<file path="src/shared/strap_cfg_defines.svh">
// timing counts, pin indices and reset values for the strap configuration loader
// assumes one clock at 125 MHz; included by the package and the bench
//
// Operation
// - reset sequence loads configuration, powers regulators, starts clocks, calibrates and locks PLL
// - initial configuration merges straps, OTP configuration, external EEPROM and register defaults
// - strap pin levels are captured at the master reset rising edge; here taken on the third clock edge after release
// - pin 9 low selects SPI, high selects I2C; pin pulled up
// - strap-derived settings stay writable through the serial port afterwards; here only port select and address bit two are writable
// - no address strap pin assigned gives address bit two equal zero
// - address strap affects only address bit two, and nothing under SPI
// - several address strap pins: the highest-index pin wins
// - stored configuration or serial writes may replace address and port setup
// - a captured high on an EEPROM-disable pin skips external EEPROM reads
// - with no EEPROM-disable pin the EEPROM search is attempted
// - several EEPROM-disable pins are combined by logical OR
// - with no select pins assigned, pins 3 to 0 form the select
// - undriven default select pins read all ones, choosing configuration 15
// - assigned select pins form the value in index order, lowest is LSB
// - fewer than four select pins fill low bits, upper bits zero
// - more than four select pins form a wider select word
// - strap assignments come from the OTP info block; blank parts keep defaults
// - select straps choose stored configurations; no effect on blank parts
// - defaults: clocks off, pins inputs; serial programming accepted after reset; here writes are taken only once loading is done
// - registers first return to defaults, then OTP contents are applied
// - a selected configuration with bad checksum is skipped, defaults remain
`ifndef STRAP_CFG_DEFINES_SVH
`define STRAP_CFG_DEFINES_SVH

`define GPIO_COUNT 10
`define GPIO_IDX_W 4
`define SEL_W 10
`define PORT_SEL_PIN 9
`define DEF_SEL_MASK 10'h00F
`define SEL_NARROW_W 4
`define CLK_PERIOD_PS 8000
`define PLL_CAL_TIME_NS 1000
`define PLL_CAL_CYCLES ((`PLL_CAL_TIME_NS * 1000 + `CLK_PERIOD_PS - 1) / `CLK_PERIOD_PS)
`define OUT_COUNT 12
`define RST_OUT_EN 12'h000
`define RST_GPIO_DIR 10'h000

`endif

</file>
<file path="src/shared/strap_cfg_pkg.sv">
// types shared by the strap configuration loader
// assumes strap_cfg_defines.svh is on the include path
`include "strap_cfg_defines.svh"
package strap_cfg_pkg;

  typedef struct packed {
    logic [`GPIO_COUNT-1:0] sel_mask;
    logic [`GPIO_COUNT-1:0] addr_mask;
    logic [`GPIO_COUNT-1:0] eedis_mask;
    logic programmed;
  } strap_assign_type;

  typedef struct packed {
    logic port_i2c;
    logic slave_address_bit_two;
    logic eeprom_skip;
    logic [`SEL_W-1:0] cfg_sel;
  } strap_result_type;

  typedef enum logic [2:0] {
    st_idle = 3'b000,
    st_defaults = 3'b001,
    st_otp = 3'b011,
    st_eeprom = 3'b010,
    st_pll = 3'b110,
    st_done = 3'b111
  } seq_state_type;

endpackage

</file>
<file path="src/strap_cfg_loader.sv">
// reset strap capture and initial configuration sequence
// assumes rst_b is the synchronised master_reset_low; straps are async pins
module strap_cfg_loader
  import strap_cfg_pkg::*;
(
  input wire logic core_clk,
  input wire logic rst_b,
  input wire logic [`GPIO_COUNT-1:0] gpio_in,
  input wire strap_assign_type assign_in,
  input wire logic otp_done,
  input wire logic otp_crc_ok,
  input wire logic eeprom_done,
  input wire logic pll_locked,
  input wire logic reg_wr,
  input wire logic reg_wr_i2c,
  input wire logic reg_wr_a2,
  output strap_result_type result_r,
  output logic otp_load_r,
  output logic otp_apply_r,
  output logic eeprom_start_r,
  output logic pll_cal_r,
  output logic regs_default_r,
  output logic [`OUT_COUNT-1:0] out_en_r,
  output logic [`GPIO_COUNT-1:0] gpio_dir_r,
  output logic serial_ready_r
);

  logic [`GPIO_COUNT-1:0] sync1_r;
  logic [`GPIO_COUNT-1:0] sync2_r;
  logic [`GPIO_COUNT-1:0] cap_r;
  logic [1:0] warm_r;
  logic cap_now;
  logic held_r;
  strap_assign_type asg_r;
  logic [`SEL_W-1:0] sel_packed;
  seq_state_type state_r;
  seq_state_type state_nxt;
  logic [15:0] cal_cnt_r;
  logic addr_bit;
  logic [`GPIO_COUNT-1:0] addr_hits;

  // two-stage synchroniser on the strap pins
  always_ff @(posedge core_clk or negedge rst_b) begin
    if (!rst_b) begin
      sync1_r <= '1;
      sync2_r <= '1;
    end else begin
      sync1_r <= gpio_in;
      sync2_r <= sync1_r;
    end
  end

  // capture on the third edge after release, once the synchroniser holds pin values
  always_ff @(posedge core_clk or negedge rst_b) begin
    if (!rst_b) begin
      warm_r <= 2'h0;
    end else if (warm_r != 2'h3) begin
      warm_r <= warm_r + 2'h1;
    end
  end
  assign cap_now = (warm_r == 2'h2);

  always_ff @(posedge core_clk or negedge rst_b) begin
    if (!rst_b) begin
      cap_r <= '1;
      asg_r <= '0;
      held_r <= 1'b0;
    end else if (cap_now) begin
      cap_r <= sync2_r;
      asg_r <= assign_in.programmed ? assign_in : '0;
      held_r <= 1'b1;
    end
  end

  strap_pack u_pack (
    .core_clk(core_clk),
    .rst_b(rst_b),
    .load(warm_r == 2'h3 && state_r == st_idle),
    .mask((asg_r.sel_mask == '0) ? `DEF_SEL_MASK : asg_r.sel_mask),
    .bits(cap_r),
    .packed_r(sel_packed)
  );

  // highest-index assigned address pin wins
  always_comb begin
    addr_bit = 1'b0;
    for (int i = 0; i < `GPIO_COUNT; i++) begin
      if (asg_r.addr_mask[i]) begin
        addr_bit = cap_r[i];
      end
    end
  end
  assign addr_hits = asg_r.eedis_mask & cap_r;

  // sequence of the initial configuration
  always_comb begin
    state_nxt = state_r;
    unique case (state_r)
      st_idle: begin
        if (warm_r == 2'h3) state_nxt = st_defaults;
      end
      st_defaults: begin
        state_nxt = st_otp;
      end
      st_otp: begin
        // a blank part has no stored configuration to wait for
        if (otp_done || !asg_r.programmed) state_nxt = st_eeprom;
      end
      st_eeprom: begin
        if (result_r.eeprom_skip || eeprom_done) state_nxt = st_pll;
      end
      st_pll: begin
        if (cal_cnt_r == 16'h0000 && pll_locked) state_nxt = st_done;
      end
      st_done: begin
        state_nxt = st_done;
      end
      default: state_nxt = st_idle;
    endcase
  end

  always_ff @(posedge core_clk or negedge rst_b) begin
    if (!rst_b) begin
      state_r <= st_idle;
    end else begin
      state_r <= state_nxt;
    end
  end

  always_ff @(posedge core_clk or negedge rst_b) begin
    if (!rst_b) begin
      cal_cnt_r <= 16'(`PLL_CAL_CYCLES);
    end else if (state_r == st_pll && cal_cnt_r != 16'h0000) begin
      cal_cnt_r <= cal_cnt_r - 16'h0001;
    end
  end

  // strap results; serial writes may override once loading is done
  always_ff @(posedge core_clk or negedge rst_b) begin
    if (!rst_b) begin
      result_r <= '0;
    end else if (state_r == st_defaults) begin
      result_r.port_i2c <= cap_r[`PORT_SEL_PIN];
      result_r.slave_address_bit_two <= cap_r[`PORT_SEL_PIN] & addr_bit;
      result_r.eeprom_skip <= |addr_hits;
      result_r.cfg_sel <= sel_packed;
    end else if (reg_wr && state_r == st_done) begin
      result_r.port_i2c <= reg_wr_i2c;
      result_r.slave_address_bit_two <= reg_wr_i2c & reg_wr_a2;
    end
  end

  // loading strobes
  always_ff @(posedge core_clk or negedge rst_b) begin
    if (!rst_b) begin
      regs_default_r <= 1'b1;
      otp_load_r <= 1'b0;
      otp_apply_r <= 1'b0;
      eeprom_start_r <= 1'b0;
      pll_cal_r <= 1'b0;
      serial_ready_r <= 1'b0;
    end else begin
      regs_default_r <= (state_nxt == st_defaults) || (state_r == st_idle);
      otp_load_r <= (state_nxt == st_otp) && asg_r.programmed;
      otp_apply_r <= (state_r == st_otp) && otp_done && otp_crc_ok
                     && asg_r.programmed;
      eeprom_start_r <= (state_r == st_eeprom) && !result_r.eeprom_skip;
      pll_cal_r <= (state_nxt == st_pll);
      serial_ready_r <= (state_nxt == st_done);
    end
  end

  // register defaults: outputs off, pins inputs
  always_ff @(posedge core_clk or negedge rst_b) begin
    if (!rst_b) begin
      out_en_r <= `RST_OUT_EN;
      gpio_dir_r <= `RST_GPIO_DIR;
    end else if (state_r == st_defaults) begin
      out_en_r <= `RST_OUT_EN;
      gpio_dir_r <= `RST_GPIO_DIR;
    end
  end

  cap_hold_a: assert property (@(posedge core_clk) disable iff (!rst_b)
    held_r && $past(held_r) |-> $stable(cap_r))
    else $error("captured straps changed after capture");
  port_sel_a: assert property (@(posedge core_clk) disable iff (!rst_b)
    state_r == st_defaults |=> result_r.port_i2c == $past(cap_r[`PORT_SEL_PIN]))
    else $error("port select not from pin 9");
  addr_spi_a: assert property (@(posedge core_clk) disable iff (!rst_b)
    !result_r.port_i2c |-> !result_r.slave_address_bit_two)
    else $error("address bit set under spi");
  addr_none_a: assert property (@(posedge core_clk) disable iff (!rst_b)
    state_r == st_defaults && asg_r.addr_mask == '0 |=> !result_r.slave_address_bit_two)
    else $error("address bit not zero without pin");
  ee_or_a: assert property (@(posedge core_clk) disable iff (!rst_b)
    state_r == st_defaults |=> result_r.eeprom_skip == $past(|(asg_r.eedis_mask & cap_r)))
    else $error("eeprom disable not or of pins");
  ee_skip_a: assert property (@(posedge core_clk) disable iff (!rst_b)
    result_r.eeprom_skip |-> !eeprom_start_r)
    else $error("eeprom started while disabled");
  def_sel_a: assert property (@(posedge core_clk) disable iff (!rst_b)
    state_r == st_defaults && asg_r.sel_mask == '0
    |=> result_r.cfg_sel == {6'h00, $past(cap_r[3:0])})
    else $error("default select not pins 3 to 0");
  otp_blank_a: assert property (@(posedge core_clk) disable iff (!rst_b)
    !asg_r.programmed |-> !otp_load_r && !otp_apply_r)
    else $error("otp loaded on blank part");
  crc_a: assert property (@(posedge core_clk) disable iff (!rst_b)
    otp_apply_r |-> $past(otp_crc_ok))
    else $error("bad configuration applied");
  order_a: assert property (@(posedge core_clk) disable iff (!rst_b)
    state_r == st_otp |-> $past(state_r) inside {st_defaults, st_otp})
    else $error("otp before defaults");
  defaults_a: assert property (@(posedge core_clk) disable iff (!rst_b)
    !serial_ready_r |-> out_en_r == '0 && gpio_dir_r == '0)
    else $error("outputs enabled before loading");

  done_c: cover property (@(posedge core_clk) disable iff (!rst_b) serial_ready_r);
  skip_c: cover property (@(posedge core_clk) disable iff (!rst_b)
    state_r == st_eeprom && result_r.eeprom_skip);
  apply_c: cover property (@(posedge core_clk) disable iff (!rst_b) otp_apply_r);
  wr_c: cover property (@(posedge core_clk) disable iff (!rst_b) reg_wr && serial_ready_r);

endmodule // strap_cfg_loader

</file>
<file path="src/strap_pack.sv">
// packs selected strap bits in index order into a select word
// assumes inputs are stable captured values on the same clock
module strap_pack
  import strap_cfg_pkg::*;
(
  input wire logic core_clk,
  input wire logic rst_b,
  input wire logic load,
  input wire logic [`GPIO_COUNT-1:0] mask,
  input wire logic [`GPIO_COUNT-1:0] bits,
  output logic [`SEL_W-1:0] packed_r
);

  logic [`SEL_W-1:0] packed_nxt;

  always_comb begin
    int unsigned pos;
    pos = 0;
    packed_nxt = '0;
    for (int i = 0; i < `GPIO_COUNT; i++) begin
      if (mask[i]) begin
        packed_nxt[pos[`GPIO_IDX_W-1:0]] = bits[i];
        pos = pos + 1;
      end
    end
  end

  always_ff @(posedge core_clk or negedge rst_b) begin
    if (!rst_b) begin
      packed_r <= '0;
    end else if (load) begin
      packed_r <= packed_nxt;
    end
  end

endmodule // strap_pack

</file>
<file path="config.mk">
export PLATFORM = sky130hd
export DESIGN_NAME = strap_cfg_loader
export DESIGN_NICKNAME = d
export VERILOG_FILES = /design/src/shared/strap_cfg_pkg.sv /design/src/strap_cfg_loader.sv /design/src/strap_pack.sv
export VERILOG_INCLUDE_DIRS = /design/src /design/src/shared
export SDC_FILE = /design/constraint.sdc
export NUM_CORES = 1
export LEC_CHECK = 0
export BUFFER_PORTS_ARGS = -buffer_cell sky130_fd_sc_hd__buf_4
export CAP_MARGIN = 25
export CORE_UTILIZATION = 56
export DETAILED_ROUTE_END_ITERATION = 10
export HOLD_SLACK_MARGIN = 0.03
export PLACE_DENSITY_LB_ADDON = 0.08
export SYNTH_ARGS = -nofsm -noshare
export SYNTH_HDL_FRONTEND = slang
export SYNTH_SLANG_ARGS = --single-unit
</file>
<file path="constraint.sdc">
create_clock -name core_clk -period 17.5 [get_ports core_clk]
set_clock_uncertainty 0.05 [all_clocks]
set_input_delay 1.75 -clock core_clk [delete_from_list [all_inputs] [get_ports core_clk]]
set_output_delay 1.75 -clock core_clk [all_outputs]
set_load 0.05 [all_outputs]
</file>
==> flow_metrics.tcl <==
set metrics [dict create \
    status "finished, violations left" \
    violations "design-rule violations" \
    p_sw_mw 0.200 \
    cp_data_arrival_time_ns 7.57 \
    die_w_um 112 \
    cts.root.buffer_cell "clkbuf_16" \
    ant_nets 0 \
    p_total_mw 0.623 \
    max_freq_ghz 0.136 \
    setup_viol 0 \
    pwr-share-seq_pct 44.8 \
    place_inst 907 \
    cp_num_cells 31 \
    start_util_pct 58.6 \
    path_buf_inv 3 \
    ir_drop_uv 71.7 \
    timing_max_transition_violations_final 0 \
    grt_pass1_wl_mm 25.9 \
    cp-start-kind "flip-flop" \
    core_area_um2 11600 \
    finalHoldViolCount 0 \
    synthArstFlopShare_pct 100 \
    cts_tree "done" \
    hold_depth 0 \
    slowest_stage "or3b_2" \
    rows 39 \
    setup_tns_ns 0 \
    synth_largest_area_cell "dfrtp_1" \
    ys.flop_type "dfrtp_1" \
    swShare_pct 32.0 \
    power_leakage_nw 3.37 \
    yosysTopAreaCellShare_pct 27.2 \
    crit_fanout 11 \
    slew_headroom_pct 40.9 \
    combPwrFrac_pct 24.3 \
    final_cell_count_no_fill 924 \
    period_needed_ns 7.35 \
    rsz0062_at_grt "no" \
    htreeDepth 3 \
    vias 5538 \
    synth.distinct_cells 75 \
    fillers 967 \
    power_density_nw_per_um2 82.3 \
    syn_inst 731 \
    p_clk_share_pct 30.9 \
    gr-usage-all-layers_pct 25.9 \
    synth_area_um2 6810 \
    cts_resized 0 \
    worstMarginPinSlew_ns 0.886 \
    seq_area_frac_synth_pct 41.5 \
    reg2reg_depth 31 \
    intPower_mw 0.424 \
    syn_to_final_growth_pct 11.2 \
    cp_top_family "simple AND/OR/NAND/NOR gates" \
    postLayoutCoreUtil_pct 65.2 \
    drive_above_1_share_pct 21.8 \
    maxCapViolations 0 \
    synth-edff-count 0 \
    drtPass1Iterations 8 \
    wirelength_mm 15.5 \
    clock-sinks 111 \
    worstPathRequired_ns 17.71 \
    grt_pass1_vias 5318 \
    synth.avg_cell_area_um2 9.31 \
    holdWs_ns 0.306 \
    crit_path_max_incr_delay_ns 0.50 \
    crit_type "reg -> reg" \
    drc 5 \
    synth_most_common_cell "dfrtp_1" \
    fin_crit_sh_pct 42.0 \
    ys_top_cells_by_area "dfrtp_1 (27%), dfstp_2 (14%), mux2_2 (5.5%)" \
    fin_nets 851 \
    cts.reportedPaths.clkPinSlew_ns 0.07 \
    post_drt_wl_per_cell_um 16.7 \
    clockBufferDepth 2 \
    grt_overflow 0 \
    gp_congestion 0.928 \
    cpMostUsedCell "ha_1" \
    grt_max_degree 75 \
    cp-end-kind "flip-flop" \
    die_h_um 112 \
    routed_via_density 5.99 \
    antenna_cells 0 \
    yosys-top-cells-count "dfrtp_1 (74), nand2_1 (63), o21ai_0 (58)" \
    antenna_found_initial 0 \
    drtIter0Drc 487 \
    post_cts_buffers 0 \
    hold_path.class "reg -> reg" \
    ioPinCount 91 \
    synth_seq_cells 111 \
    cts_made_buffers 9 \
    ctsHoldBuffers 0 \
    clk-insertion-delay-late_ns 0.35 \
    io_buffers 68 \
    dieArea_um2 12600 \
    dp_hpwl_mm 11.4 \
    synth_warnings 0 \
]
power by group through the flow:
stage | Combinational (mW) | Clock (mW) | Sequential (mW)
6_report | 0.152 | 0.193 | 0.279
5_1_grt | 0.166 | 0.207 | 0.280
4_1_cts | 0.150 | 0.197 | 0.279
3_5_place_dp | 0.148 | 0 | 0.283
3_3_place_gp | 0.144 | 0 | 0.283
2_1_floorplan | 0.111 | 0 | 0.280
metal layers:
metal	vias up	routed length (um)	GRT usage (%)
li1	2652	-	-
met1	2667	7150	36.2
met2	199	7170	41.1
met3	20	917	4.97
met4	0	223	7.38
met5	-	0	0
sequential cells by signal, indices dropped and copies added (netlist names):
register and cells:
pll_cal_r 1, regs_default_r 1, warm_r 2, asg_r 31, serial_ready_r 1, eeprom_start_r 1
cal_cnt_r 16, otp_apply_r 1, state_r 3, otp_load_r 1, cap_r 10, result_r 13
sync2_r 10, sync1_r 10, u_pack.packed_r 10
stage by stage:
stage,area (um^2),setup WS (ns)
CTS,7560,10.22
floorplan,6890,10.99
global placement,7280,10.59
finish,7570,10.15
global route,7570,9.49
detailed placement,7280,10.28
logic make-up after synthesis:
family	after synthesis	synth area share, %
multiplexers	50	8.03
other	1	0.0551
AND/OR/NAND/NOR	263	19.9
adder cells (fa/ha/maj)	25	4.59
flip-flops	111	41.5
AO/OA/AOI/OAI	146	14.3
XOR/XNOR	28	4.35
buffers and inverters	107	7.28
final cells by class:
cell class	count	area [um^2]	area share, %
sequential	111	2820	37.3
clock buffer	12	246	3.26
clock inverter	4	30.0	0.397
multi-input combinational	534	3570	47.2
inverter	49	184	2.43
tap	143	179	2.36
timing repair buffer	71	537	7.09
placed cells by master, fill, tap and decap left out, types with 10 or more instances in the layout:
| cell | n |
|---|---|
| nand2_1 | 63 |
| nand3_1 | 50 |
| mux2_2 | 33 |
| dfrtp_1 | 74 |
| ha_1 | 24 |
| and2_1 | 11 |
| nor3_1 | 23 |
| mux2i_1 | 16 |
| o31a_1 | 10 |
| o21ai_0 | 58 |
| nand2b_1 | 10 |
| xor2_1 | 12 |
| nand4_1 | 19 |
| nor2_1 | 41 |
| buf_4 | 70 |
| conb_1 | 22 |
| a21oi_1 | 13 |
| inv_1 | 49 |
| xnor2_1 | 12 |
| dfstp_2 | 37 |
worst reg2reg max path: cells and delay by family (launching register included):
| family | cells | cell delay (ns) |
|---|---|---|
| muxes | 1 | 0.16 |
| AOI/OAI and AO/OA | 7 | 1.37 |
| buffers and inverters | 3 | 0.29 |
| and+or+nand+nor | 13 | 2.95 |
| DFF | 1 | 0.47 |
| adders and majority gates | 6 | 1.64 |
| xor gates and xnor gates | 1 | 0.35 |
worst paths after layout:
kind | from | to | slack, ns
min in group asynchronous | rst_b | asg_r[11]$_DFFE_PN0N_ | 1.32
worst min register to register | sync1_r[7]$_DFF_PN1_ | sync2_r[7]$_DFF_PN1_ | 0.31
max in group asynchronous | rst_b | u_pack.packed_r[3]$_DFFE_PN0P_ | 14.82
worst min-delay path | sync1_r[7]$_DFF_PN1_ | sync2_r[7]$_DFF_PN1_ | 0.31
worst max-delay path | asg_r[21]$_DFFE_PN0N_ | u_pack.packed_r[6]$_DFFE_PN0P_ | 10.15
worst max register to register | asg_r[21]$_DFFE_PN0N_ | u_pack.packed_r[6]$_DFFE_PN0P_ | 10.15
Note: power is estimated with default switching activity, not from simulation.
